[config.mk]
export PLATFORM = sky130hd
export DESIGN_NAME = afe_mux_sample_sequencer
export DESIGN_NICKNAME = d
export VERILOG_FILES = /design/src/hw/afe_seq_pkg.sv /design/src/hw/decim_if.sv /design/src/hw/afe_mux_sample_sequencer.sv /design/src/hw/decim_filter.sv
export SDC_FILE = /design/constraint.sdc
export NUM_CORES = 1
export LEC_CHECK = 0
export BUFFER_PORTS_ARGS = -buffer_cell sky130_fd_sc_hd__clkbuf_2
export CAP_MARGIN = 20
export CORE_MARGIN = 2
export CORE_UTILIZATION = 59
export DETAILED_ROUTE_END_ITERATION = 10
export HOLD_SLACK_MARGIN = 0.03
export PLACE_DENSITY = 0.8
export SKIP_LAST_GASP = 1
export SYNTH_ARGS = -nofsm -noshare
export SYNTH_HDL_FRONTEND = slang
export SYNTH_SLANG_ARGS = --single-unit
[constraint.sdc]
create_clock -name aclk -period 3.6 [get_ports aclk]
set_clock_uncertainty 0.05 [all_clocks]
set_input_delay 0.54 -clock aclk [delete_from_list [all_inputs] [get_ports aclk]]
set_output_delay 0.54 -clock aclk [all_outputs]
set_load 0.02 [all_outputs]
[src/hw/afe_seq_pkg.sv]
// constants and types shared by the multiplexer sample sequencer
package afe_seq_pkg;
    localparam logic [15:0] CTRL_OFFSET   = 16'h2020;
    localparam logic [15:0] LEN_OFFSET    = 16'h2024;
    localparam logic [15:0] STATUS_OFFSET = 16'h2028;
    localparam logic [15:0] RAM_BASE      = 16'h2100;
    localparam int          RAM_WORDS     = 8;
    localparam int          ALT_REQ_BIT   = 0;
    localparam int          RES22_BIT     = 1;
    localparam int          BME_BIT       = 6;
    localparam logic [7:0]  CTRL_RESET    = 8'h00;
    localparam logic [15:0] LEN_RESET     = 16'h0040;
    localparam int          RES_NARROW    = 21;
    localparam int          RES_WIDE      = 22;
    localparam int          RESULT_SHIFT  = 9;
    localparam int          CRYSTAL_HZ    = 32768;
    localparam logic [1:0]  RESP_OKAY     = 2'h0;
    localparam logic [1:0]  RESP_DECERR   = 2'h3;

    // value doubles as the sample ram word index
    typedef enum logic [2:0] {
        SEL_CURRENT_A    = 3'h0,
        SEL_VOLTAGE_A    = 3'h1,
        SEL_CURRENT_B    = 3'h2,
        SEL_VOLTAGE_B    = 3'h3,
        SEL_DIE_THERMAL  = 3'h4,
        SEL_CELL_VOLTAGE = 3'h5
    } input_sel_t;

    typedef enum logic [4:0] {
        ST_IDLE = 5'h01,
        ST_S0   = 5'h02,
        ST_S1   = 5'h04,
        ST_S2   = 5'h08,
        ST_S3   = 5'h10
    } frame_state_t;
endpackage : afe_seq_pkg

[src/hw/decim_if.sv]
// link between the sequencer and its decimation filter
interface decim_if;
    logic        start;
    logic        tick;
    logic        bit_in;
    logic        res22;
    logic [15:0] len;
    logic [21:0] result;
    logic        done;

    modport seq  (output start, output tick, output bit_in, output res22, output len,
                  input result, input done);
    modport filt (input start, input tick, input bit_in, input res22, input len,
                  output result, output done);
endinterface : decim_if

[src/hw/afe_mux_sample_sequencer.sv]
// multiplexer sequencer, sample ram and register slave
module afe_mux_sample_sequencer (
    input  wire logic        aclk,
    input  wire logic        aresetn,
    input  wire logic [15:0] awaddr,
    input  wire logic        awvalid,
    output logic             awready,
    input  wire logic [31:0] wdata,
    input  wire logic [3:0]  wstrb,
    input  wire logic        wvalid,
    output logic             wready,
    output logic [1:0]       bresp,
    output logic             bvalid,
    input  wire logic        bready,
    input  wire logic [15:0] araddr,
    input  wire logic        arvalid,
    output logic             arready,
    output logic [31:0]      rdata,
    output logic [1:0]       rresp,
    output logic             rvalid,
    input  wire logic        rready,
    input  wire logic        crystal_timebase_clock,
    input  wire logic        modulator_bit,
    input  wire logic        ce_pass_start,
    input  wire logic [2:0]  ce_rd_addr,
    output logic [31:0]      ce_rd_data,
    output logic [2:0]       mux_select,
    output logic             mux_active,
    output logic             alt_frame_active,
    output logic             battery_load_enable
);
    decim_if dec ();

    afe_seq_pkg::frame_state_t state_q;
    afe_seq_pkg::input_sel_t   sel_d;
    afe_seq_pkg::input_sel_t   sel_q;
    logic [7:0]  ctrl_q;
    logic [15:0] len_q;
    logic        alt_q;
    logic [7:0]  frame_count_q;
    logic        bat_q;
    logic [31:0] ram_q [afe_seq_pkg::RAM_WORDS];
    logic [31:0] ce_rd_data_q;
    logic        xtal_meta_q;
    logic        xtal_sync_q;
    logic        xtal_prev_q;
    logic        mod_meta_q;
    logic        mod_sync_q;
    logic        bvalid_q;
    logic [1:0]  bresp_q;
    logic        rvalid_q;
    logic [1:0]  rresp_q;
    logic [31:0] rdata_q;
    logic        wr_take;
    logic        rd_take;
    logic        step;

    // two stages on both pins before any use
    always_ff @(posedge aclk) begin
        if (!aresetn) begin
            xtal_meta_q <= 1'b0;
            xtal_sync_q <= 1'b0;
            xtal_prev_q <= 1'b0;
            mod_meta_q  <= 1'b0;
            mod_sync_q  <= 1'b0;
        end else begin
            xtal_meta_q <= crystal_timebase_clock;
            xtal_sync_q <= xtal_meta_q;
            xtal_prev_q <= xtal_sync_q;
            mod_meta_q  <= modulator_bit;
            mod_sync_q  <= mod_meta_q;
        end
    end

    // one converter sample per crystal rising edge
    assign dec.tick   = xtal_sync_q && !xtal_prev_q;
    assign dec.bit_in = mod_sync_q;
    assign dec.res22  = ctrl_q[afe_seq_pkg::RES22_BIT];
    assign dec.len    = len_q;
    assign step       = dec.done && (state_q != afe_seq_pkg::ST_IDLE);
    assign dec.start  = ce_pass_start || (step && state_q != afe_seq_pkg::ST_S3);

    decim_filter u_filter (
        .aclk    (aclk),
        .aresetn (aresetn),
        .dec     (dec)
    );

    // a pass start aborts any frame still running
    always_ff @(posedge aclk) begin
        if (!aresetn) begin
            state_q <= afe_seq_pkg::ST_IDLE;
        end else if (ce_pass_start) begin
            state_q <= afe_seq_pkg::ST_S0;
        end else if (step) begin
            case (state_q)
                afe_seq_pkg::ST_S0: state_q <= afe_seq_pkg::ST_S1;
                afe_seq_pkg::ST_S1: state_q <= afe_seq_pkg::ST_S2;
                afe_seq_pkg::ST_S2: state_q <= afe_seq_pkg::ST_S3;
                default:            state_q <= afe_seq_pkg::ST_IDLE;
            endcase
        end
    end

    always_ff @(posedge aclk) begin
        if (!aresetn) begin
            alt_q         <= 1'b0;
            frame_count_q <= 8'h00;
        end else if (ce_pass_start) begin
            alt_q         <= ctrl_q[afe_seq_pkg::ALT_REQ_BIT];
            frame_count_q <= frame_count_q + 8'h01;
        end
    end

    always_comb begin
        case (state_q)
            afe_seq_pkg::ST_S1: sel_d = afe_seq_pkg::SEL_VOLTAGE_A;
            afe_seq_pkg::ST_S2: sel_d = alt_q ? afe_seq_pkg::SEL_CELL_VOLTAGE
                                              : afe_seq_pkg::SEL_CURRENT_B;
            afe_seq_pkg::ST_S3: sel_d = afe_seq_pkg::SEL_VOLTAGE_B;
            default:            sel_d = alt_q ? afe_seq_pkg::SEL_DIE_THERMAL
                                              : afe_seq_pkg::SEL_CURRENT_A;
        endcase
    end

    always_ff @(posedge aclk) begin
        if (!aresetn) begin
            sel_q <= afe_seq_pkg::SEL_CURRENT_A;
            bat_q <= 1'b0;
        end else begin
            sel_q <= sel_d;
            // load only while the cell is actually being converted
            bat_q <= ctrl_q[afe_seq_pkg::BME_BIT] && alt_q
                     && (state_q == afe_seq_pkg::ST_S2);
        end
    end

    // no reset on the sample store: contents are data, not control
    always_ff @(posedge aclk) begin
        if (step) begin
            ram_q[sel_d] <= {1'b0, dec.result, 9'h000};
        end
    end

    always_ff @(posedge aclk) begin
        if (!aresetn) begin
            ce_rd_data_q <= 32'h0;
        end else begin
            ce_rd_data_q <= ram_q[ce_rd_addr];
        end
    end

    // write channels are taken together, one response outstanding
    assign wr_take = awvalid && wvalid && !bvalid_q;
    assign rd_take = arvalid && !rvalid_q;

    always_ff @(posedge aclk) begin
        if (!aresetn) begin
            ctrl_q <= afe_seq_pkg::CTRL_RESET;
            len_q  <= afe_seq_pkg::LEN_RESET;
        end else begin
            // a host write in the same cycle wins over the consume
            if (wr_take && awaddr == afe_seq_pkg::CTRL_OFFSET && wstrb[0]) begin
                ctrl_q <= wdata[7:0];
            end else if (ce_pass_start) begin
                ctrl_q[afe_seq_pkg::ALT_REQ_BIT] <= 1'b0;
            end
            if (wr_take && awaddr == afe_seq_pkg::LEN_OFFSET) begin
                if (wstrb[0]) begin
                    len_q[7:0] <= wdata[7:0];
                end
                if (wstrb[1]) begin
                    len_q[15:8] <= wdata[15:8];
                end
            end
        end
    end

    always_ff @(posedge aclk) begin
        if (!aresetn) begin
            bvalid_q <= 1'b0;
            bresp_q  <= afe_seq_pkg::RESP_OKAY;
        end else if (wr_take) begin
            bvalid_q <= 1'b1;
            // ram and status accept writes but keep them out
            if (awaddr == afe_seq_pkg::CTRL_OFFSET || awaddr == afe_seq_pkg::LEN_OFFSET
                || awaddr == afe_seq_pkg::STATUS_OFFSET
                || awaddr[15:5] == afe_seq_pkg::RAM_BASE[15:5]) begin
                bresp_q <= afe_seq_pkg::RESP_OKAY;
            end else begin
                bresp_q <= afe_seq_pkg::RESP_DECERR;
            end
        end else if (bready) begin
            bvalid_q <= 1'b0;
        end
    end

    always_ff @(posedge aclk) begin
        if (!aresetn) begin
            rvalid_q <= 1'b0;
            rresp_q  <= afe_seq_pkg::RESP_OKAY;
            rdata_q  <= 32'h0;
        end else if (rd_take) begin
            rvalid_q <= 1'b1;
            rresp_q  <= afe_seq_pkg::RESP_OKAY;
            if (araddr == afe_seq_pkg::CTRL_OFFSET) begin
                rdata_q <= {24'h0, ctrl_q};
            end else if (araddr == afe_seq_pkg::LEN_OFFSET) begin
                rdata_q <= {16'h0, len_q};
            end else if (araddr == afe_seq_pkg::STATUS_OFFSET) begin
                rdata_q <= {frame_count_q, 5'h0, sel_q, 7'h0, alt_q, 3'h0, state_q};
            end else if (araddr[15:5] == afe_seq_pkg::RAM_BASE[15:5]) begin
                rdata_q <= ram_q[araddr[4:2]];
            end else begin
                rdata_q <= 32'h0;
                rresp_q <= afe_seq_pkg::RESP_DECERR;
            end
        end else if (rready) begin
            rvalid_q <= 1'b0;
        end
    end

    assign awready             = wr_take;
    assign wready              = wr_take;
    assign bvalid              = bvalid_q;
    assign bresp               = bresp_q;
    assign arready             = rd_take;
    assign rvalid              = rvalid_q;
    assign rresp               = rresp_q;
    assign rdata               = rdata_q;
    assign ce_rd_data          = ce_rd_data_q;
    assign mux_select          = sel_q;
    assign mux_active          = state_q != afe_seq_pkg::ST_IDLE;
    assign alt_frame_active    = alt_q;
    assign battery_load_enable = bat_q;
endmodule : afe_mux_sample_sequencer

[src/hw/decim_filter.sv]
// decimation filter: integrates modulator bits over one multiplexer state
module decim_filter (
    input  wire logic aclk,
    input  wire logic aresetn,
    decim_if.filt     dec
);
    logic [21:0] acc_q;
    logic [15:0] count_q;
    logic        busy_q;
    logic        done_q;
    logic [21:0] result_q;
    logic [21:0] sum;
    logic [15:0] len_eff;
    logic        last;

    assign sum     = acc_q + {21'h0, dec.bit_in};
    assign len_eff = (dec.len == 16'h0) ? 16'h1 : dec.len;
    assign last    = (count_q + 16'h1) == len_eff;

    always_ff @(posedge aclk) begin
        if (!aresetn || dec.start) begin
            acc_q   <= 22'h0;
            count_q <= 16'h0;
        end else if (dec.tick && busy_q) begin
            acc_q   <= sum;
            count_q <= count_q + 16'h1;
        end
    end

    always_ff @(posedge aclk) begin
        if (!aresetn) begin
            busy_q <= 1'b0;
        end else if (dec.start) begin
            busy_q <= 1'b1;
        end else if (dec.tick && last) begin
            busy_q <= 1'b0;
        end
    end

    always_ff @(posedge aclk) begin
        if (!aresetn) begin
            done_q   <= 1'b0;
            result_q <= 22'h0;
        end else begin
            done_q <= busy_q && !dec.start && dec.tick && last;
            if (busy_q && !dec.start && dec.tick && last) begin
                // narrow mode drops the top bit
                result_q <= dec.res22 ? sum : {1'b0, sum[20:0]};
            end
        end
    end

    assign dec.done   = done_q;
    assign dec.result = result_q;
endmodule : decim_filter

==> results.toml, run 1 <==
[detailed_routing]
routed_wirelength_um = 35500
routed_via_density = 5.92
wl_per_cell_um = 20.4
drt_iter0_drc = 1180
drc = 0
ant_nets = 0
drt_first_pass_iters = 5
vias = 10300

[power_and_ir_drop]
powerDensity_mw_per_mm2 = 473
clockPowerShare = 0.447
ir_drop_mv = 0.369
power_frac_comb = 0.059
sw_frac_of_total = 0.213
leakage_nw = 6.89
switching_power_mw = 1.79
seqPwrFrac = 0.494
p_int_mw = 6.63
p_total_mw = 8.42

[timing]
tightest_slew_ps = 1010
rsz0062_at_grt = "false"
setup_slack_ps = 932
setup_viol = 0
fmax_mhz = 375
min_period_over_period = 0.741
fin_crit_ps = 2670
final_hold_viol_count = 0
drv_slew = 0
slew_headroom = 0.325
final.setup.tns_ps = 0
hold-worst-slack_ps = 197

[finish]
drive_gt1_frac = 0.227
syn_to_final_growth_pct = 14.4
final_area_mm2 = 0.0178
final_cell_mix = "edfxtp_1 (176), dfxtp_1 (167), nand2_1 (130), clkbuf_2 (128)"
fin_util = 0.685
nets = 1465
finalNonFillerCells = 1741
final_common_cell = "edfxtp_1"
fillCellCount = 1830
diodes = 0

[cts]
cts_root_buffer = "clkbuf_16"
clk_latency_ps = 520
postCtsSetupRepairBufs = 0
clockBufferDepth = 3
cts_num_sinks = 343
numCtsBuffers = 36
clk_pin_slew_ps = 60
postCtsHoldBufs = 0
cts_tree = "built"
h-tree-depth = 2
cts_resized = 0

[grt]
antenna_found_initial = 0
grt_pass1_wl_um = 56100
grt_pass1_vias = 10400
grt_overflow = 0
grtUsageTotal = 0.259
grt_max_degree = 71

[worst_hold_path]
hold_start = "modulator_bit"
hold_class = "input port to flip-flop"

[floorplanning]
num_io_pins = 160
fp.dieW_um = 166
dieHeight_um = 166
std_cell_rows = 59
die_area_mm2 = 0.0277
coreArea_mm2 = 0.0260
start_util = 0.598

[placement]
dpl.cell_count = 1677
finalWeightedCongestion = 0.883
io_buffers = 131
post_dp_cell_area_mm2 = 0.0166
dp_slack_ps = 775
dpl.hpwl_um = 22800

[worst_setup_path]
crit_path_max_fanout = 22
critPathTopFamily = "simple AND/OR/NAND/NOR gates"
crit_type = "flip-flop to flip-flop"
crit_path_cell_trace = "ha_1 > nand3_1 > nor4_1 > xnor2_1 > nand4_1 > nor4_2 > nand3_2 > buf_4 > mux2i_1"
critPathLaunch = "u_filter.count_q[0]"
crit_slowest_cell = "dfxtp_1"
crit_path_max_incr_delay_ps = 460
arrival_ps = 2990
cp-end-kind = "flip-flop"
r2r_start = "u_filter.count_q[0]"
worst-path-buf-inv = 1
start_kind = "flip-flop"
critPathRequiredTime_ps = 3920

[synthesis]
yosysUniqueCellTypes = 57
syn_area_mm2 = 0.0155
netlist_instances = 1228
ys_seq_area_frac = 0.555
yosys_warnings = 0
synthFlopType = "edfxtp_1"
synth_edf_count = 176
syn_area_per_cell_um2 = 12.7
synthArstFlopShare = 0
ys_ff_latch = 343

[job]
drv_cap = 0

[run_status]
outcome = "completed"
## sequential cells by signal, summed over array words and instances (netlist names)
| name | cells |
|---|---|
| xtal_prev_q | 1 |
| xtal_sync_q | 1 |
| bvalid | 1 |
| u_filter.dec.done | 1 |
| ram_q | 176 |
| u_filter.count_q | 16 |
| alt_frame_active | 1 |
| u_filter.acc_q | 22 |
| xtal_meta_q | 1 |
| frame_count_q | 8 |
| ce_rd_data | 22 |
| state_q | 5 |
| dec.bit_in | 1 |
| battery_load_enable | 1 |
| ctrl_q | 8 |
| mod_meta_q | 1 |
| bresp | 1 |
| dec.len | 16 |
| rdata | 32 |
| mux_select | 3 |
| rresp | 1 |
| u_filter.busy_q | 1 |
| u_filter.dec.result | 22 |
| rvalid | 1 |
## routing by layer
layer	global-route usage	vias to the layer above	part of all wire
met3	0.0348	82	0.059
met1	0.327	5140	0.39
met5	0	-	0
met4	0.112	0	0.041
li1	-	4729	-
met2	0.452	356	0.51
## logic make-up (layout without fill, tap and decap cells)
kind of cell,Yosys count,after routing,synth area share
flip-flops,343,343,0.555
XOR/XNOR,79,79,0.0445
multiplexers,176,176,0.184
AND/OR/NAND/NOR,402,402,0.131
other,1,54,0.000241
buffers and inverters,106,231,0.0331
adder cells (fa/ha/maj),4,4,0.00322
AO/OA/AOI/OAI,117,117,0.0484
## final timing paths
path,to,slack [ps],depth (start not counted)
worst max register to register,u_filter.dec.result[10],930,9
worst min-delay path,mod_meta_q,200,2
worst max-delay path,u_filter.dec.result[10],930,9
worst min register to register,xtal_sync_q,390,1
## power by group through the flow
stage,sequential [mW],combinational (mW),clock (mW)
after floorplan,4.27,0.312,0
after global placement,4.24,0.487,0
after detailed placement,4.24,0.494,0
after CTS,4.16,0.498,3.83
after global routing,4.16,0.532,3.99
final,4.16,0.497,3.77
## cell usage after synthesis, drive strengths merged (8+ instances only)
library cell / count / area (µm²)
or3: 15 / 93.8
and2: 26 / 163
inv: 11 / 41.3
a21oi: 36 / 180
nor3: 23 / 115
o211ai: 8 / 60.1
edfxtp: 176 / 5290
mux4: 88 / 1980
nand3: 18 / 105
o22ai: 9 / 56.3
buf: 44 / 280
a21boi: 18 / 135
xor2: 39 / 342
clkbuf: 50 / 189
nor4: 11 / 93.8
dfxtp: 167 / 3340
o211a: 9 / 90.1
xnor2: 40 / 350
nor2b: 46 / 288
nand2: 130 / 488
nand4: 18 / 128
nor2: 82 / 308
mux2i: 88 / 881
o21ai: 26 / 130
## cell type report
type / instances / area (µm²) / share of cell area
tap: 335 / 419 / 0.0236
clock buffer: 44 / 982 / 0.0552
multi-input combinational: 832 / 6620 / 0.372
sequential: 343 / 8630 / 0.485
inverter: 12 / 45.0 / 0.00253
timing repair buffer: 155 / 866 / 0.0487
clock inverter: 20 / 229 / 0.0129
(Power assumes the default switching activity.)
==> run 2, diff against run 1 <==
ABC_AREA = 1   (was unset)
CORE_UTILIZATION = 54   (was 59)
PLACE_DENSITY = 0.77   (was 0.8)
clock period = 2.3 ns   (was 3.6 ns; I/O delays follow)
==> run 2 against run 1 <==
Against the previous run:
- the flow now finishes with violations (negative setup slack)
- critical path type unchanged
- largest power group unchanged
- hold slack got worse by 160 ps
- design area increased by 7.9%
- synthesized area increased by 2.0%
- sequential power increased by 56%
- register-to-register slack got worse by 990 ps
- first-iteration DRC count increased by 62%
- critical path depth increased by 7
- die area increased by 11%
- global-route usage increased by 3.5 points
==> results.toml, run 2 <==
[cts]
numCtsBuffers = 36
clockBufferDepth = 3
clk_pin_slew_ps = 60
cts_num_sinks = 343
h-tree-depth = 2
clk_latency_ps = 530
cts_tree = "built"
cts_root_buffer = "clkbuf_16"

[worst_setup_path]
crit_cells = 16
worstReg2RegEnd = "u_filter.dec.result[20]"
arrival_ps = 2760
critPathLaunch = "u_filter.count_q[1]"
crit_path_max_fanout = 8
start_kind = "flip-flop"
critPathRequiredTime_ps = 2710
r2r_cells = 16
critPathTopFamily = "simple AND/OR/NAND/NOR gates"
cp-end-kind = "flip-flop"
crit_type = "flip-flop to flip-flop"
crit_path_max_incr_delay_ps = 360
crit_path_cell_trace = "ha_4 > nand2_4 > nor2_4 > nand2_2 > nand2_2 > nand2_2 > nand2_2 > nand3_1 > nor2_1 > nand2_1 > nor2_4 > nand3_4 > clkbuf_16 > nand2_4 > nand2_1 > nor2_1"
cpMostUsedCell = "nand2_2"
rrSetupSlack_ps = -50
crit_path_end = "u_filter.dec.result[20]"
crit_slowest_cell = "dfxtp_2"
r2r_start = "u_filter.count_q[1]"
worst-path-buf-inv = 1

[placement]
io_buffers = 131
dp_slack_ps = 32.2
dpl.cell_count = 2397
dpl.hpwl_um = 29700
finalWeightedCongestion = 0.904

[detailed_routing]
drt_iter0_drc = 1914
drc = 0
routed_wirelength_um = 47400
drt_first_pass_iters = 7
routed_via_density = 5.89
vias = 14600
wl_per_cell_um = 19.1
ant_nets = 0

[grt]
grt_pass1_wl_um = 71500
grt_use_met2 = 0.505
grt_overflow = 0
antenna_found_initial = 0
grt_max_degree = 83
grt_use_met1 = 0.373
use_met3 = 0.0452
grt-busiest-layer = "met2"
grtUsageTotal = 0.295
grt_pass1_vias = 13600

[timing]
setup_slack_ps = -54.9
fin_crit_ps = 2350
slew_headroom = 0.513
fmax_mhz = 425
final_hold_viol_count = 0
min_period_over_period = 1.02
setup_viol = 14
rsz0062_at_grt = "true"
drv_slew = 0
tightest_slew_ps = 727
final.setup.tns_ps = -290

[run_status]
violations = "negative setup slack"
outcome = "finished with violations"

[worst_hold_path]
hold_class = "input port to flip-flop"

[synthesis]
synthFlopType = "edfxtp_1"
synthArstFlopShare = 0
yosysUniqueCellTypes = 47
syn_area_per_cell_um2 = 8.50
yosys_warnings = 0
ys_ff_latch = 343
synth_top_area_share = 0.333
synthTopCellsByCount = "nand2_1 (350), nor2_1 (240), o21ai_0 (182)"
synth.largest_area_cell = "edfxtp_1"
syn_area_mm2 = 0.0159
yosysMostFrequentCell = "nand2_1"
synth_edf_count = 176
synth_area_leaders = "edfxtp_1 (33%), dfxtp_1 (21%), nand2_1 (8.3%), o21ai_0 (5.7%), nor2_1 (5.7%)"
ys_seq_area_frac = 0.544
netlist_instances = 1866

[power_and_ir_drop]
clockPowerShare = 0.443
switching_power_mw = 3.08
ir_drop_mv = 0.478
powerDensity_mw_per_mm2 = 699
p_int_mw = 10.3
seqPwrFrac = 0.485
leakage_nw = 7.73
sw_frac_of_total = 0.229
power_frac_comb = 0.072

[job]
drv_cap = 0

[floorplanning]
start_util = 0.551
coreArea_mm2 = 0.0288
dieHeight_um = 175
die_area_mm2 = 0.0308
fp.dieW_um = 175
std_cell_rows = 62
num_io_pins = 160

[finish]
largest_reg_flops = 176
drive_gt1_frac = 0.188
final_common_cell = "nand2_1"
fin_util = 0.667
diodes = 0
nets = 2159
final_cell_mix = "nand2_1 (314), nor2_1 (221), o21ai_0 (182), edfxtp_1 (176), dfxtp_1 (161)"
finalNonFillerCells = 2485
syn_to_final_growth_pct = 21.1
regMostFlops = "ram_q"
## run 2: cell types whose count changed after synthesis, moves of 46 or more
cell     delta
mux4_2     -88
nor2_1    +158
mux2i_1    -88
o21ai_0   +156
a31oi_1    +48
nand3_1    +75
inv_1     +151
a21oi_1    +70
nor2b_1    -46
nand2_1   +220
## run 2: repair_timing
| item | in CTS | in global routing |
|---|---|---|
| gates cloned | 0 | 3 |
| pin swaps | 1 | 48 |
| gates resized for setup | 4 | 89 |
| hold buffers | 14 | 0 |
| setup endpoints to repair | 1 | 27 |
| endpoints found under the hold margin | 17 | 0 |
| setup buffers | 0 | 6 |
## run 2: logic make-up (layout without fill, tap and decap cells)
| logic type | Yosys count | count (layout) | synth area share |
|---|---|---|---|
| and+or+nand+nor | 780 | 780 | 0.210 |
| DFF | 343 | 343 | 0.544 |
| AOI/OAI and AO/OA | 430 | 430 | 0.156 |
| adders and majority gates | 4 | 4 | 0.00316 |
| other | 1 | 54 | 0.000236 |
| buffers and inverters | 284 | 466 | 0.0724 |
| xor gates and xnor gates | 24 | 24 | 0.0141 |
## run 2: area by class of cell
class,count,area (µm²)
clock inverters,14,163
inverters,171,642
repair buffers,230,1640
multi-input cells,1292,6570
flip-flops and latches,343,8640
well taps,384,480
clock buffers,51,1060
fillers,2236,9580
## run 2: worst register-to-register path: stages (launching register included)
cell and delay, ps:
dfxtp_2 360, ha_4 180, nand2_4 50, nor2_4 230
nand2_2 110, nand2_2 100, nand2_2 50, nand2_2 80
nand3_1 90, nor2_1 120, nand2_1 100, nor2_4 160
nand3_4 160, clkbuf_16 230, nand2_4 50, nand2_1 50
nor2_1 130
## run 2: worst min path at each step
stage	to	cells after the start	start	slack [ps]
2_1_floorplan	dec.bit_in	2	mod_meta_q	340
3_3_place_gp	xtal_sync_q	2	xtal_meta_q	340
3_5_place_dp	xtal_sync_q	2	xtal_meta_q	350
4_1_cts	dec.len[8]	3	wdata[8]	30
5_1_grt	dec.len[8]	3	wdata[8]	40
6_report	dec.len[11]	3	wdata[11]	40
## run 2: routing by layer
layer | part of all wire | up-vias
li1 | - | 6738
met3 | 0.098 | 184
met4 | 0.043 | 0
met5 | 0 | -
met1 | 0.37 | 6819
met2 | 0.49 | 908
## run 2: per-stage QoR
step	total power [mW]	area, µm²	hold slack, ps
finish	13.4	19200	36.1
global route	13.8	19200	36.5
CTS	13.4	18800	33.5
detailed placement	7.54	17400	352
global placement	7.52	17400	344
floorplan	7.20	16100	340
## run 2: power by group through the flow
stage	Clock, mW	Combinational [mW]	Sequential (mW)
6_report	5.94	0.963	6.51
3_5_place_dp	0	0.907	6.64
4_1_cts	5.99	0.935	6.51
2_1_floorplan	0	0.524	6.68
5_1_grt	6.24	1.04	6.51
3_3_place_gp	0	0.886	6.63
==> run 3, diff against run 2 <==
CELL_PAD_IN_SITES_DETAIL_PLACEMENT = 0   (was unset)
CELL_PAD_IN_SITES_GLOBAL_PLACEMENT = 1   (was unset)
CORE_UTILIZATION = 40   (was 54)
PLACE_DENSITY = 0.75   (was 0.77)
==> run 3 against run 2 <==
Against the previous run:
- setup slack gained 160 ps
- the run now ends clean
- critical endpoint is now u_filter.dec.result[0]
- non-clock buffer count up 1
- global-route usage down 6.6 points
- largest cell class unchanged
- wire length increased by 0.43%
- via count is 5.2% lower
- fmax is 7.4% higher
- critical path type unchanged
==> results.toml, run 3 (synthesis results as in run 2) <==
[placement]
finalWeightedCongestion = 0.841
dp_slack_ps = -21.8
io_buffers = 131
dpl.hpwl_um = 31300

[worst_setup_path]
cp-end-kind = "flip-flop"
r2r_cells = 16
crit_path_max_fanout = 31
crit_type = "flip-flop to flip-flop"
critPathRequiredTime_ps = 2730
arrival_ps = 2620
start_kind = "flip-flop"

[timing]
final.setup.tns_ps = 0
setup_viol = 0
rsz0062_at_grt = "true"
setup_slack_ps = 107
tightest_slew_ps = 786
fin_crit_ps = 2190
final_hold_viol_count = 0
min_period_over_period = 0.954
slew_headroom = 0.474
fmax_mhz = 456
drv_slew = 0

[floorplanning]
start_util = 0.407
die_area_mm2 = 0.0412
std_cell_rows = 72
dieHeight_um = 203
num_io_pins = 160
fp.dieW_um = 203
coreArea_mm2 = 0.0389

[finish]
regMostFlops = "ram_q"
diodes = 0
fillCellCount = 3730
nets = 2164
largest_reg_flops = 176
drive_gt1_frac = 0.159
final_cell_mix = "nand2_1 (345), nor2_1 (232), o21ai_0 (182), edfxtp_1 (176), dfxtp_1 (163)"
syn_to_final_growth_pct = 21.5
final_common_cell = "nand2_1"

[grt]
use_met3 = 0.0252
grt_use_met2 = 0.388
antenna_found_initial = 0
grtUsageTotal = 0.229
grt_overflow = 0
grt_use_met1 = 0.295
grt_pass1_vias = 13100
grt_pass1_wl_um = 72700
grt_max_degree = 83
grt-busiest-layer = "met2"

[cts]
clockBufferDepth = 3
h-tree-depth = 2
numCtsBuffers = 40
clk_latency_ps = 560
cts_tree = "built"
cts_num_sinks = 343
clk_pin_slew_ps = 60
cts_root_buffer = "clkbuf_16"

[detailed_routing]
drc = 0
routed_via_density = 5.28
wl_per_cell_um = 18.1
drt_first_pass_iters = 5
ant_nets = 0
routed_wirelength_um = 47600
drt_iter0_drc = 970
vias = 13900

[power_and_ir_drop]
leakage_nw = 7.73
powerDensity_mw_per_mm2 = 704
ir_drop_mv = 0.471

[worst_hold_path]
holdPathStages = 2
hold_class = "input port to flip-flop"

[run_status]
outcome = "completed"

[job]
drv_cap = 0
## run 3: worst max-delay path, cell delays in order, from the launching register on
cell and delay (ps):
dfxtp_2 350, buf_4 140, inv_2 60, nor2_4 220
nand2_1 110, nand2_1 100, nand3_1 70, nand2_1 100
nand2_1 70, nor2_2 120, nand2_2 90, nor2_4 110
nand3_4 80, buf_12 180, nand2_1 80, nand2_1 40
nor2_1 90
## run 3: final cells by class
type	instances	area (µm²)	share of cell area
Timing Repair Buffer	231	1710	0.0887
Clock inverter	12	96.3	0.00500
Clock buffer	62	1170	0.0605
Multi-Input combinational cell	1292	6370	0.331
Tap cell	518	648	0.0336
Inverter	171	642	0.0333
Sequential cell	343	8630	0.448
## run 3: metrics by stage
| step | total power [mW] | util | instances | area, µm² | hold WS [ps] |
|---|---|---|---|---|---|
| 4_1_cts | 13.7 | 0.493 | 2627 | 19200 | 64.0 |
| 2_1_floorplan | 7.20 | - | 1919 | 16100 | 340 |
| 5_1_grt | 14.0 | 0.495 | 2629 | 19300 | 116 |
| 6_report | 13.6 | 0.495 | 2629 | 19300 | 102 |
| 3_3_place_gp | 7.56 | 0.455 | 2532 | 17700 | 343 |
| 3_5_place_dp | 7.57 | 0.455 | 2532 | 17700 | 355 |
## run 3: per-layer routing
| layer | share of wire | vias to the layer above |
|---|---|---|
| li1 | - | 6743 |
| met4 | 0.036 | 0 |
| met2 | 0.48 | 461 |
| met1 | 0.43 | 6589 |
| met5 | 0 | - |
| met3 | 0.053 | 90 |
## run 3: where the power goes
| group | total [mW] | internal [mW] | leakage (nW) | switching (mW) |
|---|---|---|---|---|
| clock network | 6.08 | 3.61 | 0.624 | 2.47 |
| registers | 6.51 | 6.46 | 3.03 | 0.0439 |
| logic | 0.973 | 0.323 | 4.07 | 0.649 |
| total | 13.6 | 10.4 | 7.73 | 3.16 |
## run 3: repair_timing
item	CTS	global route
hold buffers	21	0
buffers inserted	0	2
setup endpoints to repair	0	25
hold endpoints to repair	29	0
resized for setup	0	21
## run 3: final timing paths
check                            from                      to  slack, ps
setup reg to reg  u_filter.count_q[0]  u_filter.dec.result[0]        110
hold / removal          ce_pass_start        frame_count_q[0]        100
hold reg to reg           xtal_meta_q             xtal_sync_q        370
setup / recovery  u_filter.count_q[0]  u_filter.dec.result[0]        110
